File: src/rco_pkg.sv
// Constants and types shared by the reference clock output divider.
`default_nettype none
package rco_pkg;

  // ----------------------------------------------------------------
  // Register map
  // ----------------------------------------------------------------
  localparam logic [7:0] RCO_CTRL_OFS = 8'h00;
  localparam logic [7:0] RCO_STAT_OFS = 8'h04;
  localparam logic [7:0] RCO_CTRL_RST = 8'h00;
  localparam logic [7:0] RCO_CTRL_MASK = 8'hbf;

  // ----------------------------------------------------------------
  // Control field positions
  // ----------------------------------------------------------------
  localparam int RCO_EN_BIT = 7;
  localparam int RCO_UNUSED_BIT = 6;
  localparam int RCO_SLP_BIT = 5;
  localparam int RCO_SRC_BIT = 4;
  localparam int RCO_DIV_LSB = 0;
  localparam int RCO_DIV_W = 4;
  localparam int RCO_CNT_W = 15;

  // ----------------------------------------------------------------
  // Oscillator configuration codes and power modes
  // ----------------------------------------------------------------
  localparam logic [1:0] RCO_OSC_EXTERNAL_CLOCK = 2'h0;
  localparam logic [1:0] RCO_OSC_HIGH_SPEED_CRYSTAL = 2'h1;
  localparam logic [1:0] RCO_OSC_INTERNAL = 2'h2;
  localparam logic [1:0] RCO_OSC_OTHER = 2'h3;

  typedef enum logic [1:0] {
    RCO_PM_RUN,
    RCO_PM_IDLE,
    RCO_PM_SLEEP
  } rco_pm_t;

endpackage : rco_pkg
`default_nettype wire

File: src/rco_refclk_top.sv
// Reference clock output block with its control register and power mode tracking.
`timescale 1ns/1ps
`default_nettype none
module rco_refclk_top
  import rco_pkg::*;
#(
  parameter int ADR_W = 8,
  parameter int DIV_W = RCO_DIV_W,
  parameter int CNT_W = RCO_CNT_W
) (
  input wire logic clk, // System clock, 10 MHz.
  input wire logic rst, // Synchronous reset, active high.
  input wire logic ce, // Clock enable, freezes all state when low.
  input wire logic [ADR_W-1:0] wb_adr_i, // Wishbone byte address.
  input wire logic [31:0] wb_dat_i, // Wishbone write data.
  input wire logic [3:0] wb_sel_i, // Wishbone byte selects.
  input wire logic wb_we_i, // Wishbone write enable.
  input wire logic wb_cyc_i, // Wishbone cycle.
  input wire logic wb_stb_i, // Wishbone strobe.
  output logic [31:0] wb_dat_o, // Wishbone read data.
  output logic wb_ack_o, // Wishbone acknowledge.
  input wire logic sys_clk_tick, // One pulse per system base clock edge.
  input wire logic pri_osc_tick, // One pulse per primary oscillator edge.
  input wire logic [1:0] osc_mode, // Oscillator configuration code.
  input wire logic primary_default, // Primary oscillator is the default clock.
  input wire logic clk_src_primary, // Device clock currently from primary.
  input wire logic sleep_cmd, // Sleep instruction executed, pulse.
  input wire logic idle_on_sleep_select, // Idle rather than Sleep on sleep_cmd.
  input wire logic wake, // Wake-up event, pulse.
  output logic ref_clock_pin_o, // Reference clock pin level.
  output logic ref_clock_pin_oe, // Reference clock pin drive enable.
  output logic osc_power_en, // Primary oscillator powered.
  output logic in_sleep, // Device in Sleep.
  output logic in_idle // Device in an Idle mode.
);

  // ----------------------------------------------------------------
  // Control register and decoded fields
  // ----------------------------------------------------------------
  logic [7:0] reference_output_control;
  logic ref_output_enable;
  logic ref_run_in_sleep;
  logic ref_source_select;
  logic [DIV_W-1:0] ref_divisor_select;

  assign ref_output_enable = reference_output_control[RCO_EN_BIT];
  assign ref_run_in_sleep = reference_output_control[RCO_SLP_BIT];
  assign ref_source_select = reference_output_control[RCO_SRC_BIT];
  assign ref_divisor_select = reference_output_control[RCO_DIV_LSB +: DIV_W];

  // ----------------------------------------------------------------
  // Power mode tracking
  // ----------------------------------------------------------------
  rco_pm_t pm;
  rco_pm_t next_pm;

  always_comb begin
    next_pm = pm;
    case (pm)
      RCO_PM_RUN: begin
        if (sleep_cmd) begin
          next_pm = idle_on_sleep_select ? RCO_PM_IDLE : RCO_PM_SLEEP;
        end
      end
      RCO_PM_IDLE, RCO_PM_SLEEP: begin
        if (wake) begin
          next_pm = RCO_PM_RUN;
        end
      end
      default: begin
        next_pm = RCO_PM_RUN;
      end
    endcase
  end

  always_ff @(posedge clk) begin
    if (rst) begin
      pm <= RCO_PM_RUN;
    end else if (ce) begin
      pm <= next_pm;
    end
  end

  assign in_sleep = (pm == RCO_PM_SLEEP);
  assign in_idle = (pm == RCO_PM_IDLE);

  // ----------------------------------------------------------------
  // Base clock availability
  // ----------------------------------------------------------------
  logic ec_or_hs;
  logic primary_idle_mode;
  logic sleep_keep;
  logic run_ok;
  logic tick_sys_g;
  logic tick_pri_g;

  assign ec_or_hs = (osc_mode == RCO_OSC_EXTERNAL_CLOCK) ||
                    (osc_mode == RCO_OSC_HIGH_SPEED_CRYSTAL);
  assign primary_idle_mode = in_idle && clk_src_primary;
  // Only this combination may keep the oscillator alive through Sleep.
  assign sleep_keep = ref_output_enable && ref_run_in_sleep &&
                      ref_source_select && ec_or_hs;
  always_ff @(posedge clk) begin
    if (rst) begin
      osc_power_en <= 1'b1;
    end else if (ce) begin
      osc_power_en <= (next_pm == RCO_PM_RUN) ||
                      ((next_pm == RCO_PM_IDLE) && clk_src_primary) ||
                      ((next_pm == RCO_PM_SLEEP) && sleep_keep);
    end
  end

  // The system clock stops in Sleep, so its edges are ignored there.
  assign tick_sys_g = sys_clk_tick && !in_sleep;
  assign tick_pri_g = pri_osc_tick && primary_default && osc_power_en;

  // Outside Sleep every mode may feed the output, whatever the oscillator.
  assign run_ok = ref_output_enable && (!in_sleep || sleep_keep);

  // ----------------------------------------------------------------
  // Divider and pin
  // ----------------------------------------------------------------
  logic div_out;
  logic act_src;
  logic halt;

  // A halt drops the pin at once; its base clock is gone, so no edge is lost.
  // A stopped or unconfigured primary halts too, else the pin could freeze high.
  assign halt = (in_sleep && (!sleep_keep || !act_src)) ||
                (act_src && !(primary_default && osc_power_en));

  rco_divider #(
    .DIV_W(DIV_W),
    .CNT_W(CNT_W)
  ) u_div (
    .clk(clk),
    .rst(rst),
    .ce(ce),
    .en(run_ok),
    .halt(halt),
    .src_sel(ref_source_select),
    .div_sel(ref_divisor_select),
    .tick_sys(tick_sys_g),
    .tick_pri(tick_pri_g),
    .out(div_out),
    .act_src(act_src)
  );

  always_ff @(posedge clk) begin
    if (rst) begin
      ref_clock_pin_o <= 1'b0;
      ref_clock_pin_oe <= 1'b0;
    end else if (ce) begin
      ref_clock_pin_o <= div_out;
      ref_clock_pin_oe <= run_ok;
    end
  end

  // ----------------------------------------------------------------
  // Wishbone slave, one wait state, ack for one cycle
  // ----------------------------------------------------------------
  logic req;
  logic hit_ctrl;
  logic hit_stat;
  logic [31:0] stat_word;

  assign req = wb_cyc_i && wb_stb_i;
  assign hit_ctrl = (wb_adr_i[7:0] == RCO_CTRL_OFS);
  assign hit_stat = (wb_adr_i[7:0] == RCO_STAT_OFS);
  assign stat_word = {24'h000000, ref_clock_pin_o, ref_clock_pin_oe, osc_power_en,
                      act_src, 2'h0, pm};

  always_ff @(posedge clk) begin
    if (rst) begin
      wb_ack_o <= 1'b0;
    end else if (ce) begin
      wb_ack_o <= req && !wb_ack_o;
    end
  end

  always_ff @(posedge clk) begin
    if (rst) begin
      wb_dat_o <= 32'h00000000;
    end else if (ce) begin
      if (req && !wb_ack_o && !wb_we_i) begin
        if (hit_ctrl) begin
          wb_dat_o <= {24'h000000, reference_output_control};
        end else if (hit_stat) begin
          wb_dat_o <= stat_word;
        end else begin
          wb_dat_o <= 32'h00000000;
        end
      end
    end
  end

  always_ff @(posedge clk) begin
    if (rst) begin
      reference_output_control <= RCO_CTRL_RST;
    end else if (ce) begin
      if (req && wb_ack_o && wb_we_i && hit_ctrl && wb_sel_i[0]) begin
        reference_output_control <= wb_dat_i[7:0] & RCO_CTRL_MASK;
      end
    end
  end

  // ----------------------------------------------------------------
  // Checks
  // ----------------------------------------------------------------
  a_reset_clear: assert property (@(posedge clk)
    $past(rst) |-> (reference_output_control == 8'h00 && !ref_clock_pin_oe))
    else $error("control not cleared by reset");

  a_bit6_zero: assert property (@(posedge clk) disable iff (rst)
    !reference_output_control[RCO_UNUSED_BIT])
    else $error("unimplemented control bit became set");

  a_oe_off: assert property (@(posedge clk) disable iff (rst)
    (ce && !ref_output_enable) |=> !ref_clock_pin_oe)
    else $error("pin driven while output disabled");

  a_sleep_stop: assert property (@(posedge clk) disable iff (rst)
    (ce && in_sleep && !ref_run_in_sleep) |=> (!ref_clock_pin_oe && !div_out))
    else $error("output active in Sleep without run-in-sleep");

  a_sleep_source: assert property (@(posedge clk) disable iff (rst)
    (ce && next_pm == RCO_PM_SLEEP && (!ref_source_select || !ec_or_hs)) |=> !osc_power_en)
    else $error("oscillator left powered in Sleep");

  a_primary_idle_mode: assert property (@(posedge clk) disable iff (rst)
    (ce && next_pm == RCO_PM_IDLE && clk_src_primary) |=> osc_power_en)
    else $error("primary oscillator stopped in primary idle");

  a_primary_idle_mode_keep: assert property (@(posedge clk) disable iff (rst)
    (primary_idle_mode && $past(primary_idle_mode)) |-> osc_power_en)
    else $error("oscillator stopped during primary idle");

  a_lost_base: assert property (@(posedge clk) disable iff (rst)
    (ce && act_src && !(primary_default && osc_power_en)) |=> !div_out)
    else $error("divider ran without its primary base clock");

  a_pri_default: assert property (@(posedge clk) disable iff (rst)
    !primary_default |-> !tick_pri_g)
    else $error("primary edge used while not the default clock");

  a_sleep_entry: assert property (@(posedge clk) disable iff (rst)
    (ce && pm == RCO_PM_RUN && sleep_cmd) |=> (in_idle == $past(idle_on_sleep_select)))
    else $error("sleep command entered the wrong mode");

  a_ack_once: assert property (@(posedge clk) disable iff (rst)
    (ce && wb_ack_o) |=> !wb_ack_o)
    else $error("ack held for more than one cycle");

endmodule // rco_refclk_top
`default_nettype wire

File: src/rco_divider.sv
// Glitch-free power-of-two divider for the reference clock output.
`timescale 1ns/1ps
`default_nettype none
module rco_divider
  import rco_pkg::*;
#(
  parameter int DIV_W = RCO_DIV_W,
  parameter int CNT_W = RCO_CNT_W
) (
  input wire logic clk, // System clock.
  input wire logic rst, // Synchronous reset, active high.
  input wire logic ce, // Clock enable.
  input wire logic en, // Requested output enable.
  input wire logic halt, // Base clock removed, stop at once.
  input wire logic src_sel, // Requested source, 1 selects primary.
  input wire logic [DIV_W-1:0] div_sel, // Requested divisor code.
  input wire logic tick_sys, // System base clock edge.
  input wire logic tick_pri, // Primary base clock edge.
  output logic out, // Divided clock.
  output logic act_src // Source in use.
);

  logic act_en;
  logic [DIV_W-1:0] act_div;
  logic [CNT_W-1:0] cnt;
  logic [CNT_W-1:0] lim;
  logic tick;
  logic boundary;

  assign tick = act_src ? tick_pri : tick_sys;
  assign lim = CNT_W'((32'd1 << act_div) - 32'd1);
  assign boundary = tick && (cnt == lim);

  // ----------------------------------------------------------------
  // Settings are taken while the output is low, or on a halt that drives it low,
  // so a change alone can never shorten a phase already on the pin.
  // ----------------------------------------------------------------
  always_ff @(posedge clk) begin
    if (rst) begin
      act_en <= 1'b0;
      act_src <= 1'b0;
      act_div <= '0;
      cnt <= '0;
      out <= 1'b0;
    end else if (ce) begin
      if (halt) begin
        // The pin is held low here, so new settings cannot cut a phase short.
        act_en <= 1'b0;
        act_src <= src_sel;
        act_div <= div_sel;
        cnt <= '0;
        out <= 1'b0;
      end else if (!out && (!act_en || boundary)) begin
        act_en <= en;
        act_src <= src_sel;
        act_div <= div_sel;
        cnt <= '0;
        out <= act_en && en;
      end else if (boundary) begin
        cnt <= '0;
        out <= 1'b0;
      end else if (tick) begin
        cnt <= cnt + CNT_W'(1);
      end
    end
  end

  a_hold_low: assert property (@(posedge clk) disable iff (rst)
    (ce && !act_en && !out) |=> !out)
    else $error("divider output rose while disabled");

  a_div_one: assert property (@(posedge clk) disable iff (rst)
    (ce && !halt && act_en && act_div == '0 && out && tick) |=> !out)
    else $error("undivided output missed a base edge");

endmodule // rco_divider
`default_nettype wire

File: config.mk
export PLATFORM = sky130hd
export DESIGN_NAME = rco_refclk_top
export DESIGN_NICKNAME = d
export VERILOG_FILES = /design/src/rco_pkg.sv /design/src/rco_refclk_top.sv /design/src/rco_divider.sv
export SDC_FILE = /design/constraint.sdc
export NUM_CORES = 1
export LEC_CHECK = 0
export BUFFER_PORTS_ARGS = -buffer_cell sky130_fd_sc_hd__buf_2
export CORE_MARGIN = 3
export CORE_UTILIZATION = 55
export DETAILED_ROUTE_END_ITERATION = 7
export PLACE_DENSITY = 0.86
export RECOVER_POWER = 100
export SYNTH_ARGS = -nofsm -noshare
export SYNTH_HDL_FRONTEND = slang
export SYNTH_SLANG_ARGS = --single-unit
File: constraint.sdc
create_clock -name clk -period 5.9 [get_ports clk]
set_input_delay 0.885 -clock clk [delete_from_list [all_inputs] [get_ports clk]]
set_output_delay 0.885 -clock clk [all_outputs]
set_load 0.03 [all_outputs]
# Word level (Yosys, flattened, before mapping)
# Index checks and enable logic that the tools add are counted.
# word_totals
elab_cells	92
reg_bits	67
inputBits	59
# classes
n_shift	1
n_eq_ne	7
addsub	2
n_reduce_logical	50
n_mux	20
# op_table
op	n
$mux W15	4
$logic_and A1 B1 Y1	22
$mux W8	2
$add A15 B1 Y15 const B	1
$eq A15 B15 Y1	1
$shl A1 B4 Y15 const A	1
$sub A15 B1 Y15 const B	1
$reduce_and A2 Y1	5
$eq A8 B3 Y1 const B	1
$logic_not A1 Y1	8
$logic_not A8 Y1	1
$mux W1	8
$mux W4	2
$logic_or A1 B1 Y1	7
$eq A2 B1 Y1 const B	3
$logic_not A2 Y1	3
$mux W2	3
$eq A2 B2 Y1 const B	2
$pmux W2 S2	1
$reduce_bool A4 Y1	1
$reduce_bool A3 Y1	1
$reduce_bool A2 Y1	1
$reduce_or A2 Y1	1

# Depth between registers and ports, before layout
# Gate-level depths: netlist of run 1.
# logic_depth
word_depth	9
depth_mapped	14
ltp_nobuf	11

# Hierarchy
# A second synthesis of run 1 with hierarchy kept.
# hier_totals
hier_cells	357
hier_area_um2	2985.4
# by_module_without_submodules
mod	n_inst	cells_each	seq_area_each_um2	area_per_inst_um2
rco_divider	1	216	440.4	1741.7
rco_refclk_top	1	141	420.4	1243.7

# Least setup slack after synthesis of run 1
# Ideal clock, no wire load.
# synth_timing
kind	reg-to-reg
start	register u_div.act_div[0]
end	register u_div.act_div[0]
setup_ns	0.128
t_required_ns	5.772
path_stages_with_launch	15
setup_slack_ns	3.383
arrival_ns	2.389
path_cell_list	dfxtp_1 > buf_6 > buf_2 > nand2_1 > ha_1 > buf_4 > and3b_1 > o31ai_1 > a21oi_1 > a21oi_1 > a41oi_1 > a211o_1 > buf_6 > mux2i_1 > nor2_1
# synth_via
elab_chain_cells	8
# synth_lines
element	line_no	text
start, declared	rco_divider.sv:24	logic [DIV_W-1:0] act_div;
start signal, assigned	rco_divider.sv:50	act_div <= div_sel;
start signal, assigned	rco_divider.sv:56	act_div <= div_sel;
$shl A1 B4 Y15	rco_divider.sv:31	assign lim = CNT_W'((32'd1 << act_div) - 32'd1);
$sub A15 B1 Y15	rco_divider.sv:31	
$eq A15 B15 Y1	rco_divider.sv:32	assign boundary = tick && (cnt == lim);
$logic_and A1 B1 Y1	rco_divider.sv:32	
$logic_or A1 B1 Y1	rco_divider.sv:53	end else if (!out && (!act_en || boundary)) begin
$logic_and A1 B1 Y1	rco_divider.sv:53	
$reduce_bool A2 Y1 (no line)	-	
$reduce_and A2 Y1 (no line)	-	
# Every way passes these cells.
# A chain may end at the register's enable or synchronous reset.

# Worst setup path after layout of run 1
# layout_timing
start	register u_div.act_div[3]
end	register u_div.cnt[1]
# layout_via
elab_chain_cells	8
elab_cells_between_ends	11
# layout_lines
element	line_no	text
$shl A1 B4 Y15 *	rco_divider.sv:31	
$sub A15 B1 Y15 *	rco_divider.sv:31	
$eq A15 B15 Y1 *	rco_divider.sv:32	
$logic_and A1 B1 Y1 *	rco_divider.sv:32	
$logic_or A1 B1 Y1	rco_divider.sv:53	
$logic_and A1 B1 Y1	rco_divider.sv:53	
$reduce_bool A4 Y1 (no line) / $mux W15 (equally long branches)	-	
$reduce_and A2 Y1 (no line) / $mux W15 (equally long branches)	-	
end signal, assigned	rco_divider.sv:63	cnt <= cnt + CNT_W'(1);
end, declared	rco_divider.sv:25	logic [CNT_W-1:0] cnt;
# Mark *: on every way between the ends. The rest lies on a longest branch, timed or not.

==> results of run 1 <==
[cell type report]
type | count | area [um^2] | area share
Clock buffer | 5 | 68.8 | 0.0227
Clock inverter | 3 | 46.3 | 0.0153
Inverter | 12 | 45.0 | 0.0149
Multi-Input combinational cell | 275 | 1730 | 0.571
Sequential cell | 43 | 861 | 0.284
Tap cell | 67 | 83.8 | 0.0277
Timing Repair Buffer | 43 | 195 | 0.0644
[how the worst max path moves through the flow]
stage                           from          endpoint  slack (ns)  depth (start not counted)
floorplan           u_div.act_div[0]  u_div.act_div[0]        3.38                         14
global placement    u_div.act_div[3]      u_div.act_en        2.60                         11
detailed placement  u_div.act_div[3]     u_div.act_src        2.49                         11
CTS                 u_div.act_div[3]     u_div.act_src        2.48                         11
global route        u_div.act_div[3]      u_div.cnt[1]        1.90                         11
finish              u_div.act_div[3]      u_div.cnt[1]        2.38                         11
[metrics by stage]
| step | total power [mW] | area (um^2) | hold slack [ns] | util |
|---|---|---|---|---|
| floorplan | 0.362 | 2950 | 0.460 | - |
| global placement | 0.364 | 2940 | 0.441 | 0.603 |
| detailed placement | 0.366 | 2940 | 0.450 | 0.603 |
| CTS | 0.596 | 3060 | 0.469 | 0.627 |
| global route | 0.615 | 3030 | 0.483 | 0.621 |
| finish | 0.592 | 3030 | 0.468 | 0.621 |
[layout by cell type (no fill, tap or decap), types with 6 or more instances in the layout]
| cell type | count |
|---|---|
| inv_1 | 10 |
| clkbuf_1 | 16 |
| a22oi_1 | 8 |
| ha_1 | 6 |
| buf_2 | 27 |
| nand3_1 | 15 |
| nand2_1 | 21 |
| xnor2_1 | 6 |
| nor2_1 | 48 |
| conb_1 | 24 |
| o21ai_0 | 10 |
| a21oi_1 | 15 |
| mux2i_1 | 15 |
| xor2_1 | 14 |
| nand4_1 | 12 |
| dfxtp_1 | 43 |
| nor3_1 | 6 |
[flip-flops by register name, indices dropped and copies added, names as in the netlist]
name                      count
reference_output_control      7
u_div.cnt                    15
wb_ack_o                      1
wb_dat_o                      8
ref_clock_pin_o               1
u_div.act_div                 4
osc_power_en                  1
u_div.out                     1
u_div.act_src                 1
ref_clock_pin_oe              1
pm                            2
u_div.act_en                  1
[logic make-up after synthesis]
group	share of synthesized area
AOI/OAI and AO/OA	0.158
muxes	0.0720
adders and majority gates	0.0262
xor gates and xnor gates	0.0611
and+or+nand+nor	0.258
DFF	0.300
other	0.00131
buffers and inverters	0.123
[worst max-delay path, stage by stage, from the launching register on]
cell and delay (ns):
dfxtp_1 0.90, nor3_1 0.18, nand2b_1 0.14, ha_1 0.47
and2b_1 0.25, o21ai_0 0.22, o2111ai_1 0.16, nor4_1 0.19
nand4_1 0.19, o211ai_1 0.15, a21o_1 0.44, nor2_1 0.10
[report_power, final]
group          internal [mW]  leakage, nW  total (mW)  switching (mW)
registers              0.292        0.347       0.295         0.00317
clock network          0.127       0.0548       0.232           0.105
logic                 0.0185        0.857      0.0642          0.0457
[metal layers]
layer,vias up,share of wire
met3,9,0.057
met5,-,0
met4,0,0.017
li1,1257,-
met2,81,0.48
met1,1179,0.44
==> impl_metrics.py, run 1 <==
metrics = {
    "finish": {
        "syn2layout_area_growth_pct": 5.81,
        "diodes": 0,
        "nNetsFinal": 445,
        "fin_cells": 448,
        "layout-drive-gt1-share": 0.123,
        "fill_cells": 439,
    },
    "global_routing": {
        "overflow": 0,
        "grt_use_total": 0.204,
        "met3_usage": 0.0264,
        "grt_pass1_vias": 2258,
        "grtUsageMet1": 0.262,
        "grt_pass1_wl_mm": 10.2,
        "busiest_layer": "met2",
        "antenna_found_initial": 0,
        "grt.met2_usage": 0.343,
        "grt_max_degree": 30,
    },
    "synth": {
        "ys_ff_latch": 43,
        "syn_avg_cell_area_um2": 8.16,
        "synth_edf_count": 0,
        "synth_area_leaders": "dfxtp_1 30%, buf_4 6.8%, nor2_1 6.3%",
        "yosys.area.top_type_share": 0.300,
        "syn_inst": 351,
        "synth_cell_types": 63,
        "synth_area_um2": 2870,
        "yosys-top-cells-count": "48 x nor2_1, 43 x dfxtp_1, 26 x buf_4",
        "synth_seq_area_share": 0.300,
        "yosysWarnings": 0,
        "async_reset_ff_frac": 0,
        "yosysMostFrequentCell": "nor2_1",
        "synthFlopType": "dfxtp_1",
        "synth_top_cell_by_area": "dfxtp_1",
    },
    "sta": {
        "worst_slack_ns": 2.38,
        "slew_viol_final": 0,
        "layout_min_cycle_time_ns": 3.52,
        "final_hold_viol_count": 0,
        "period_share": 0.597,
        "worst_pin_slew_ns": 1.17,
        "rsz0062_at_grt": "no",
        "clock_skew_ns": 0.00980,
        "setup_tns_ns": 0,
        "setup_viol": 0,
        "relSlewSlack": 0.219,
        "fmax_mhz": 284,
    },
    "drt": {
        "first_pass_iters": 4,
        "via_per_inst": 5.64,
        "drc_errors": 0,
        "drt_iter0_markers": 297,
        "post_drt_wl_per_cell_um": 13.9,
        "drtAntennaViolNets": 0,
        "routed_wirelength_mm": 6.24,
        "route.vias.total": 2526,
    },
    "clocking": {
        "htree_levels": 2,
        "cts_buffer_depth": 2,
        "cts_tree": "yes",
        "ctsHoldBuffers": 0,
        "worst_skew_pair.late_latency_ns": 0.30,
        "cts_setup_buffers": 0,
        "clkSinkCount": 43,
        "cts_made_buffers": 5,
        "cts_resized": 0,
        "path_clk_slew_ns": 0.09,
        "cts-root-buf": "clkbuf_8",
    },
    "die": {
        "die-area_um2": 6110,
        "rows": 25,
        "core_um2": 4880,
        "dieWidth_um": 78.2,
        "start_util": 0.587,
        "ios": 97,
        "die_h_um": 78.2,
    },
    "power_and_ir_drop": {
        "p_leak_nw": 1.26,
        "powerDensity_nw_per_um2": 195,
        "peakVddDrop_uv": 138,
    },
    "placed_design": {
        "dp_cells": 440,
        "io_buffer_count": 43,
        "gp_congestion": 0.899,
        "place_ws_ns": 2.49,
        "hpwl_mm": 4.54,
    },
    "status": {
        "status": "complete, no violations",
    },
    "worst_hold_path": {
        "hold_path_end": "wb_dat_o[2]",
        "worst_hold_startpoint": "wb_dat_o[2]",
        "hold_path_class": "register to register",
        "holdPathStages": 2,
    },
    "setup_path": {
        "cp_max_fo": 28,
        "arrival_ns": 3.69,
        "critPathLaunchType": "register",
        "reg2reg_setup_slack_ns": 2.38,
        "reg2reg_to": "u_div.cnt[1]",
        "required_ns": 6.07,
        "end_kind": "register",
        "worstSetupPathType": "register to register",
        "reg2reg_depth": 11,
        "worstReg2RegStart": "u_div.act_div[3]",
    },
    "run": {
        "drv_cap": 0,
    },
}
No activity file was read; power rests on OpenSTA's default activity.
==> run 2, diff against run 1 <==
--- a/config.mk
+++ b/config.mk
@@ -5,11 +5,12 @@
 export SDC_FILE = /design/constraint.sdc
 export NUM_CORES = 1
 export LEC_CHECK = 0
+export ABC_AREA = 1
 export BUFFER_PORTS_ARGS = -buffer_cell sky130_fd_sc_hd__buf_2
 export CORE_MARGIN = 3
-export CORE_UTILIZATION = 55
+export CORE_UTILIZATION = 47
 export DETAILED_ROUTE_END_ITERATION = 7
-export PLACE_DENSITY = 0.86
+export PLACE_DENSITY = 0.77
 export RECOVER_POWER = 100
 export SYNTH_ARGS = -nofsm -noshare
 export SYNTH_HDL_FRONTEND = slang
==> constraint.sdc (replaced) <==
create_clock -name clk -period 2.85 [get_ports clk]
set_input_delay 0.4275 -clock clk [delete_from_list [all_inputs] [get_ports clk]]
set_output_delay 0.4275 -clock clk [all_outputs]
set_load 0.03 [all_outputs]
==> run 2 against run 1 <==
Register-to-register slack worse by 2.1 ns. Clock power grew 72%. Final cell count up 38%. Wire length grew 20%. Largest cell class unchanged. Largest power group unchanged.
==> impl_metrics.py, run 2 <==
metrics = {
    "die": {
        "start_util": 0.490,
        "die-area_um2": 7670,
        "die_h_um": 87.6,
        "ios": 97,
        "dieWidth_um": 87.6,
        "core_um2": 6390,
        "rows": 29,
    },
    "sta": {
        "setup_tns_ns": 0,
        "fmax_mhz": 383,
        "clock_skew_ns": 0.0112,
        "slew_viol_final": 0,
        "rsz0062_at_grt": "no",
        "worst_pin_slew_ns": 1.10,
        "period_share": 0.916,
        "relSlewSlack": 0.263,
        "layout_min_cycle_time_ns": 2.61,
        "final_hold_viol_count": 0,
        "setup_viol": 0,
    },
    "synth": {
        "async_reset_ff_frac": 0,
        "yosys.area.top_type_share": 0.275,
        "synthFlopType": "dfxtp_1",
        "synth_area_um2": 3130,
        "syn_avg_cell_area_um2": 6.31,
        "synth_edf_count": 0,
        "syn_inst": 496,
        "synth_top_cell_by_area": "dfxtp_1",
        "ys_ff_latch": 43,
        "synth_seq_area_share": 0.275,
        "synth_cell_types": 35,
        "yosys-top-cells-count": "130 x nand2_1, 63 x nor2_1, 52 x inv_1",
        "yosysWarnings": 0,
        "synth_area_leaders": "dfxtp_1 28%, nand2_1 16%, nor2_1 7.6%",
        "yosysMostFrequentCell": "nand2_1",
    },
    "power_and_ir_drop": {
        "power_switching_mw": 0.486,
        "p_leak_nw": 1.55,
        "p_sw_frac": 0.351,
        "p_seq_frac": 0.463,
        "comb_power_share": 0.248,
        "power_frac_clock": 0.289,
        "internal-power_mw": 0.897,
        "powerDensity_nw_per_um2": 407,
        "peakVddDrop_uv": 274,
    },
    "finish": {
        "fill_cells": 656,
        "multi_input_area_um2": 1870,
        "largest-register": "u_div.cnt",
        "largest_reg_flops": 15,
        "top_regs": "u_div.cnt: 15 flops, wb_dat_o: 8 flops, reference_output_control: 7 flops",
        "layout_common_cells": "130 x nand2_1, 63 x nor2_1, 52 x inv_1",
        "seq_area_um2": 865,
        "layout-drive-gt1-share": 0.129,
        "layout_commonest_cell": "nand2_1",
        "nNetsFinal": 606,
        "diodes": 0,
        "syn2layout_area_growth_pct": 8.48,
        "stdcell_area_um2": 3390,
    },
    "setup_path": {
        "critPathLaunchType": "register",
        "worstSetupPathType": "register to register",
        "cp_max_fo": 12,
        "arrival_ns": 2.81,
        "end_kind": "register",
        "required_ns": 3.04,
    },
    "global_routing": {
        "antenna_found_initial": 0,
        "grt_pass1_wl_mm": 12.7,
        "grt_use_total": 0.203,
        "grt_max_degree": 24,
        "overflow": 0,
        "grt_pass1_vias": 2855,
    },
    "clocking": {
        "cts_resized": 0,
        "path_clk_slew_ns": 0.09,
        "cts_setup_buffers": 0,
        "cts_tree": "yes",
        "cts_made_buffers": 5,
        "cts_buffer_depth": 2,
        "htree_levels": 2,
        "clkSinkCount": 43,
        "ctsHoldBuffers": 0,
        "cts-root-buf": "clkbuf_8",
        "worst_skew_pair.late_latency_ns": 0.30,
    },
    "placed_design": {
        "place_area_um2": 3320,
        "io_buffer_count": 43,
        "gp_congestion": 0.913,
        "hpwl_mm": 5.96,
    },
    "drt": {
        "route.vias.total": 3199,
        "first_pass_iters": 5,
        "drt_iter0_markers": 211,
        "post_drt_wl_per_cell_um": 12.1,
        "via_per_inst": 5.17,
        "routed_wirelength_mm": 7.50,
        "drtAntennaViolNets": 0,
        "drc_errors": 0,
    },
    "worst_hold_path": {
        "hold_path_class": "primary input to register",
    },
    "run": {
        "drv_cap": 0,
    },
    "status": {
        "status": "complete, no violations",
    },
}
[run 2: stage by stage]
step	worst slack [ns]	hold WS (ns)	std cells	power, mW	utilization
3_3_place_gp	0.219	0.467	611	0.987	0.521
6_report	0.238	0.368	619	1.38	0.532
5_1_grt	0.0129	0.378	619	1.47	0.532
3_5_place_dp	0.152	0.471	611	0.995	0.521
2_1_floorplan	0.570	0.447	519	0.941	-
4_1_cts	0.112	0.363	619	1.40	0.535
[run 2: layout make-up]
class	instances	area share
Clock inverter	3	0.00700
Sequential cell	43	0.255
Timing Repair Buffer	50	0.0737
Multi-Input combinational cell	383	0.550
Inverter	58	0.0656
Tap cell	77	0.0284
Clock buffer	5	0.0203
[run 2: routing by layer]
layer	part of all wire	GRT usage	wire, um
met1	0.44	0.255	3300
met4	0.014	0.0600	104
met5	0	0	0
met2	0.49	0.356	3670
met3	0.056	0.0329	417
[run 2: path summary, 6_finish.rpt]
kind | from | end | slack (ns) | depth (start not counted)
min | wb_dat_i[5] | reference_output_control[5] | 0.37 | 3
min reg2reg | wb_dat_o[6] | wb_dat_o[6] | 0.48 | 2
max | u_div.act_div[2] | u_div.cnt[1] | 0.24 | 17
max reg2reg | u_div.act_div[2] | u_div.cnt[1] | 0.24 | 17
[run 2: power by group through the flow]
stage                     Clock [mW]  Sequential [mW]  Combinational [mW]
after floorplan                    0            0.657               0.284
after global placement             0            0.653               0.335
after global routing           0.442            0.643               0.384
after CTS                      0.415            0.639               0.343
after detailed placement           0            0.653               0.342
final                          0.400            0.640               0.343
[run 2: kinds of logic (layout without fill, tap and decap cells)]
| group | Yosys count | after routing | synth area share |
|---|---|---|---|
| adders and majority gates | 6 | 6 | 0.0240 |
| and+or+nand+nor | 278 | 278 | 0.404 |
| buffers and inverters | 93 | 116 | 0.153 |
| AOI/OAI and AO/OA | 66 | 66 | 0.118 |
| other | 1 | 24 | 0.00120 |
| xor gates and xnor gates | 9 | 9 | 0.0252 |
| DFF | 43 | 43 | 0.275 |
[run 2: critical path, stage by stage (launching register included)]
cell and delay, ns:
dfxtp_2 0.36, nor2_8 0.16, nand3_1 0.12, ha_1 0.26
inv_1 0.13, nor2_1 0.06, o21ai_0 0.16, nand2_1 0.10
nor2_1 0.14, nand2_1 0.07, nor2_1 0.12, nand2_1 0.11
nand2_2 0.09, nand2_4 0.10, nand3_4 0.10, nand2_2 0.16
o21ai_0 0.21, nor2_1 0.06
==> run 3, diff against run 2 <==
--- a/config.mk
+++ b/config.mk
@@ -8,9 +8,10 @@
 export ABC_AREA = 1
 export BUFFER_PORTS_ARGS = -buffer_cell sky130_fd_sc_hd__buf_2
 export CORE_MARGIN = 3
-export CORE_UTILIZATION = 47
+export CORE_UTILIZATION = 48
+export CTS_BUF_LIST = sky130_fd_sc_hd__clkbuf_8
 export DETAILED_ROUTE_END_ITERATION = 7
-export PLACE_DENSITY = 0.77
+export PLACE_DENSITY = 0.79
 export RECOVER_POWER = 100
 export SYNTH_ARGS = -nofsm -noshare
 export SYNTH_HDL_FRONTEND = slang
==> run 3 against run 2 <==
Clock skew is essentially flat. Final cell count grew 0.16%. Flip-flop and latch count is the same. Register-to-register slack lost 0.05 ns. Critical path depth grew 1. Sequential share of layout area shrank 0.43 points. First-iteration DRC count grew 5.7%. Hold slack gained 0.022 ns. Setup slack lost 0.046 ns. Critical endpoint is now u_div.cnt[4]. Largest power group unchanged.
==> impl_metrics.py, run 3 (synthesized netlist as in run 2, its figures left out) <==
metrics = {
    "die": {
        "ios": 97,
        "dieWidth_um": 86.7,
        "die_h_um": 86.7,
        "die-area_um2": 7520,
        "core_um2": 6130,
        "start_util": 0.510,
        "rows": 28,
    },
    "drt": {
        "met1_length_mm": 3.34,
        "via_per_inst": 5.26,
        "post_drt_wl_per_cell_um": 12.9,
        "met3_length_um": 631,
        "first_pass_iters": 5,
        "drt_iter0_markers": 223,
        "drtAntennaViolNets": 0,
        "route.vias.total": 3264,
        "route.met2.wl_mm": 3.87,
        "highest_layer": "met4",
        "drc_errors": 0,
        "routed_wirelength_mm": 7.99,
    },
    "placed_design": {
        "hpwl_mm": 6.20,
        "gp_congestion": 0.923,
        "place_area_um2": 3340,
        "dp_cells": 611,
        "io_buffer_count": 43,
        "place_ws_ns": 0.126,
    },
    "finish": {
        "fin_cells": 620,
        "syn2layout_area_growth_pct": 10.0,
        "layout-drive-gt1-share": 0.132,
        "largest-register": "u_div.cnt",
        "largest_reg_flops": 15,
        "diodes": 0,
        "top_regs": "u_div.cnt: 15 flops, wb_dat_o: 8 flops, reference_output_control: 7 flops",
        "fill_cells": 616,
        "layout_commonest_cell": "nand2_1",
        "layout_common_cells": "130 x nand2_1, 63 x nor2_1, 52 x inv_1",
        "nNetsFinal": 609,
        "stdcell_area_um2": 3440,
    },
    "setup_path": {
        "path_cells": "nor2_2 -> nand2_1 -> ha_1 -> inv_1 -> nor2_1 -> o21ai_0 -> nand2_1 -> nor2_1 -> nand2_1 -> nor2_1 -> nand2_1 -> nand2_2 -> nand2_4 -> nand2_2 -> nand2_4 -> nand2_2 -> nand2_1 -> a21oi_2",
        "cp_max_fo": 12,
        "critPathTopFamily": "simple AND/OR/NAND/NOR gates",
        "crit_top_cell": "nand2_1",
        "cp.buffers_inverters": 1,
        "arrival_ns": 2.88,
        "end_kind": "register",
        "critPathSlowestCell": "dfxtp_2",
        "worstSetupPathType": "register to register",
        "critPathLaunchType": "register",
        "max_stage_delay_ns": 0.38,
        "required_ns": 3.08,
    },
    "sta": {
        "rsz0062_at_grt": "no",
        "setup_tns_ns": 0,
        "setup_viol": 0,
        "layout_min_cycle_time_ns": 2.66,
        "final_hold_viol_count": 0,
        "slew_viol_final": 0,
        "relSlewSlack": 0.532,
        "hold_ws_ns": 0.391,
        "fmax_mhz": 376,
        "worst_slack_ns": 0.193,
        "clock_skew_ns": 0.0116,
        "period_share": 0.932,
        "worst_pin_slew_ns": 0.697,
    },
    "clocking": {
        "cts_made_buffers": 5,
        "cts_resized": 0,
        "cts_buffer_depth": 2,
        "cts_setup_buffers": 0,
        "cts-root-buf": "clkbuf_8",
        "htree_levels": 2,
        "path_clk_slew_ns": 0.09,
        "clkSinkCount": 43,
        "cts_tree": "yes",
        "ctsHoldBuffers": 0,
        "worst_skew_pair.late_latency_ns": 0.30,
    },
    "global_routing": {
        "grt_use_total": 0.217,
        "grt_pass1_vias": 2947,
        "grt_pass1_wl_mm": 13.2,
        "overflow": 0,
        "grt_max_degree": 24,
        "antenna_found_initial": 0,
    },
    "status": {
        "status": "complete, no violations",
    },
    "run": {
        "drv_cap": 0,
    },
    "power_and_ir_drop": {
        "powerDensity_nw_per_um2": 429,
        "peakVddDrop_uv": 336,
        "p_leak_nw": 1.58,
    },
    "worst_hold_path": {
        "hold_path_class": "primary input to register",
    },
}
==> run 3: cell count changes in the layout (fill, tap and decap cells not counted), moves of 2 or more <==
cell | before | now
o21ai_1 | 3 | 6
o21ai_0 | 23 | 19
dfxtp_2 | 3 | 1
clkinvlp_4 | 2 | 0
dfxtp_1 | 40 | 42
==> run 3: final cells by class <==
type / count / area [um^2] / area share
multi-input cells: 384 / 1890 / 0.548
well taps: 75 / 93.8 / 0.0273
clock inverters: 3 / 47.5 / 0.0138
clock buffers: 5 / 68.8 / 0.0200
repair buffers: 52 / 262 / 0.0759
flip-flops and latches: 43 / 862 / 0.250
inverters: 58 / 223 / 0.0647
==> run 3: worst register-to-register path, stage by stage (launching register included) <==
cell     delay (ns)
dfxtp_2        0.38
nor2_2         0.15
nand2_1        0.12
ha_1           0.27
inv_1          0.13
nor2_1         0.06
o21ai_0        0.17
nand2_1        0.10
nor2_1         0.14
nand2_1        0.07
nor2_1         0.10
nand2_1        0.13
nand2_2        0.10
nand2_4        0.10
nand2_2        0.13
nand2_4        0.12
nand2_2        0.15
nand2_1        0.08
a21oi_2        0.10
==> run 3: final timing paths <==
check | slack [ns] | from | cells past startpoint | endpoint
min reg2reg | 0.50 | reference_output_control[3] | 2 | wb_dat_o[3]
max reg2reg | 0.19 | u_div.act_div[0] | 18 | u_div.cnt[4]
max | 0.19 | u_div.act_div[0] | 18 | u_div.cnt[4]
min | 0.39 | wb_dat_i[5] | 3 | reference_output_control[5]
==> run 3: metal layers <==
| layer | vias to the layer above | GRT usage |
|---|---|---|
| li1 | 1644 | - |
| met1 | 1459 | 0.279 |
| met2 | 149 | 0.371 |
| met3 | 12 | 0.0352 |
| met4 | 0 | 0.0652 |
| met5 | - | 0 |
==> run 3: power by group <==
group,total (mW),leakage (nW),switching (mW),internal (mW)
combinational,0.357,1.17,0.249,0.108
sequential,0.639,0.350,0.0219,0.617
clock,0.482,0.0587,0.217,0.266
total,1.48,1.58,0.487,0.991
==> run 3: stage by stage <==
step	util	power (mW)
floorplan	-	0.941
global placement	0.544	0.991
detailed placement	0.544	1.00
CTS	0.563	1.48
global route	0.562	1.56
finish	0.562	1.48
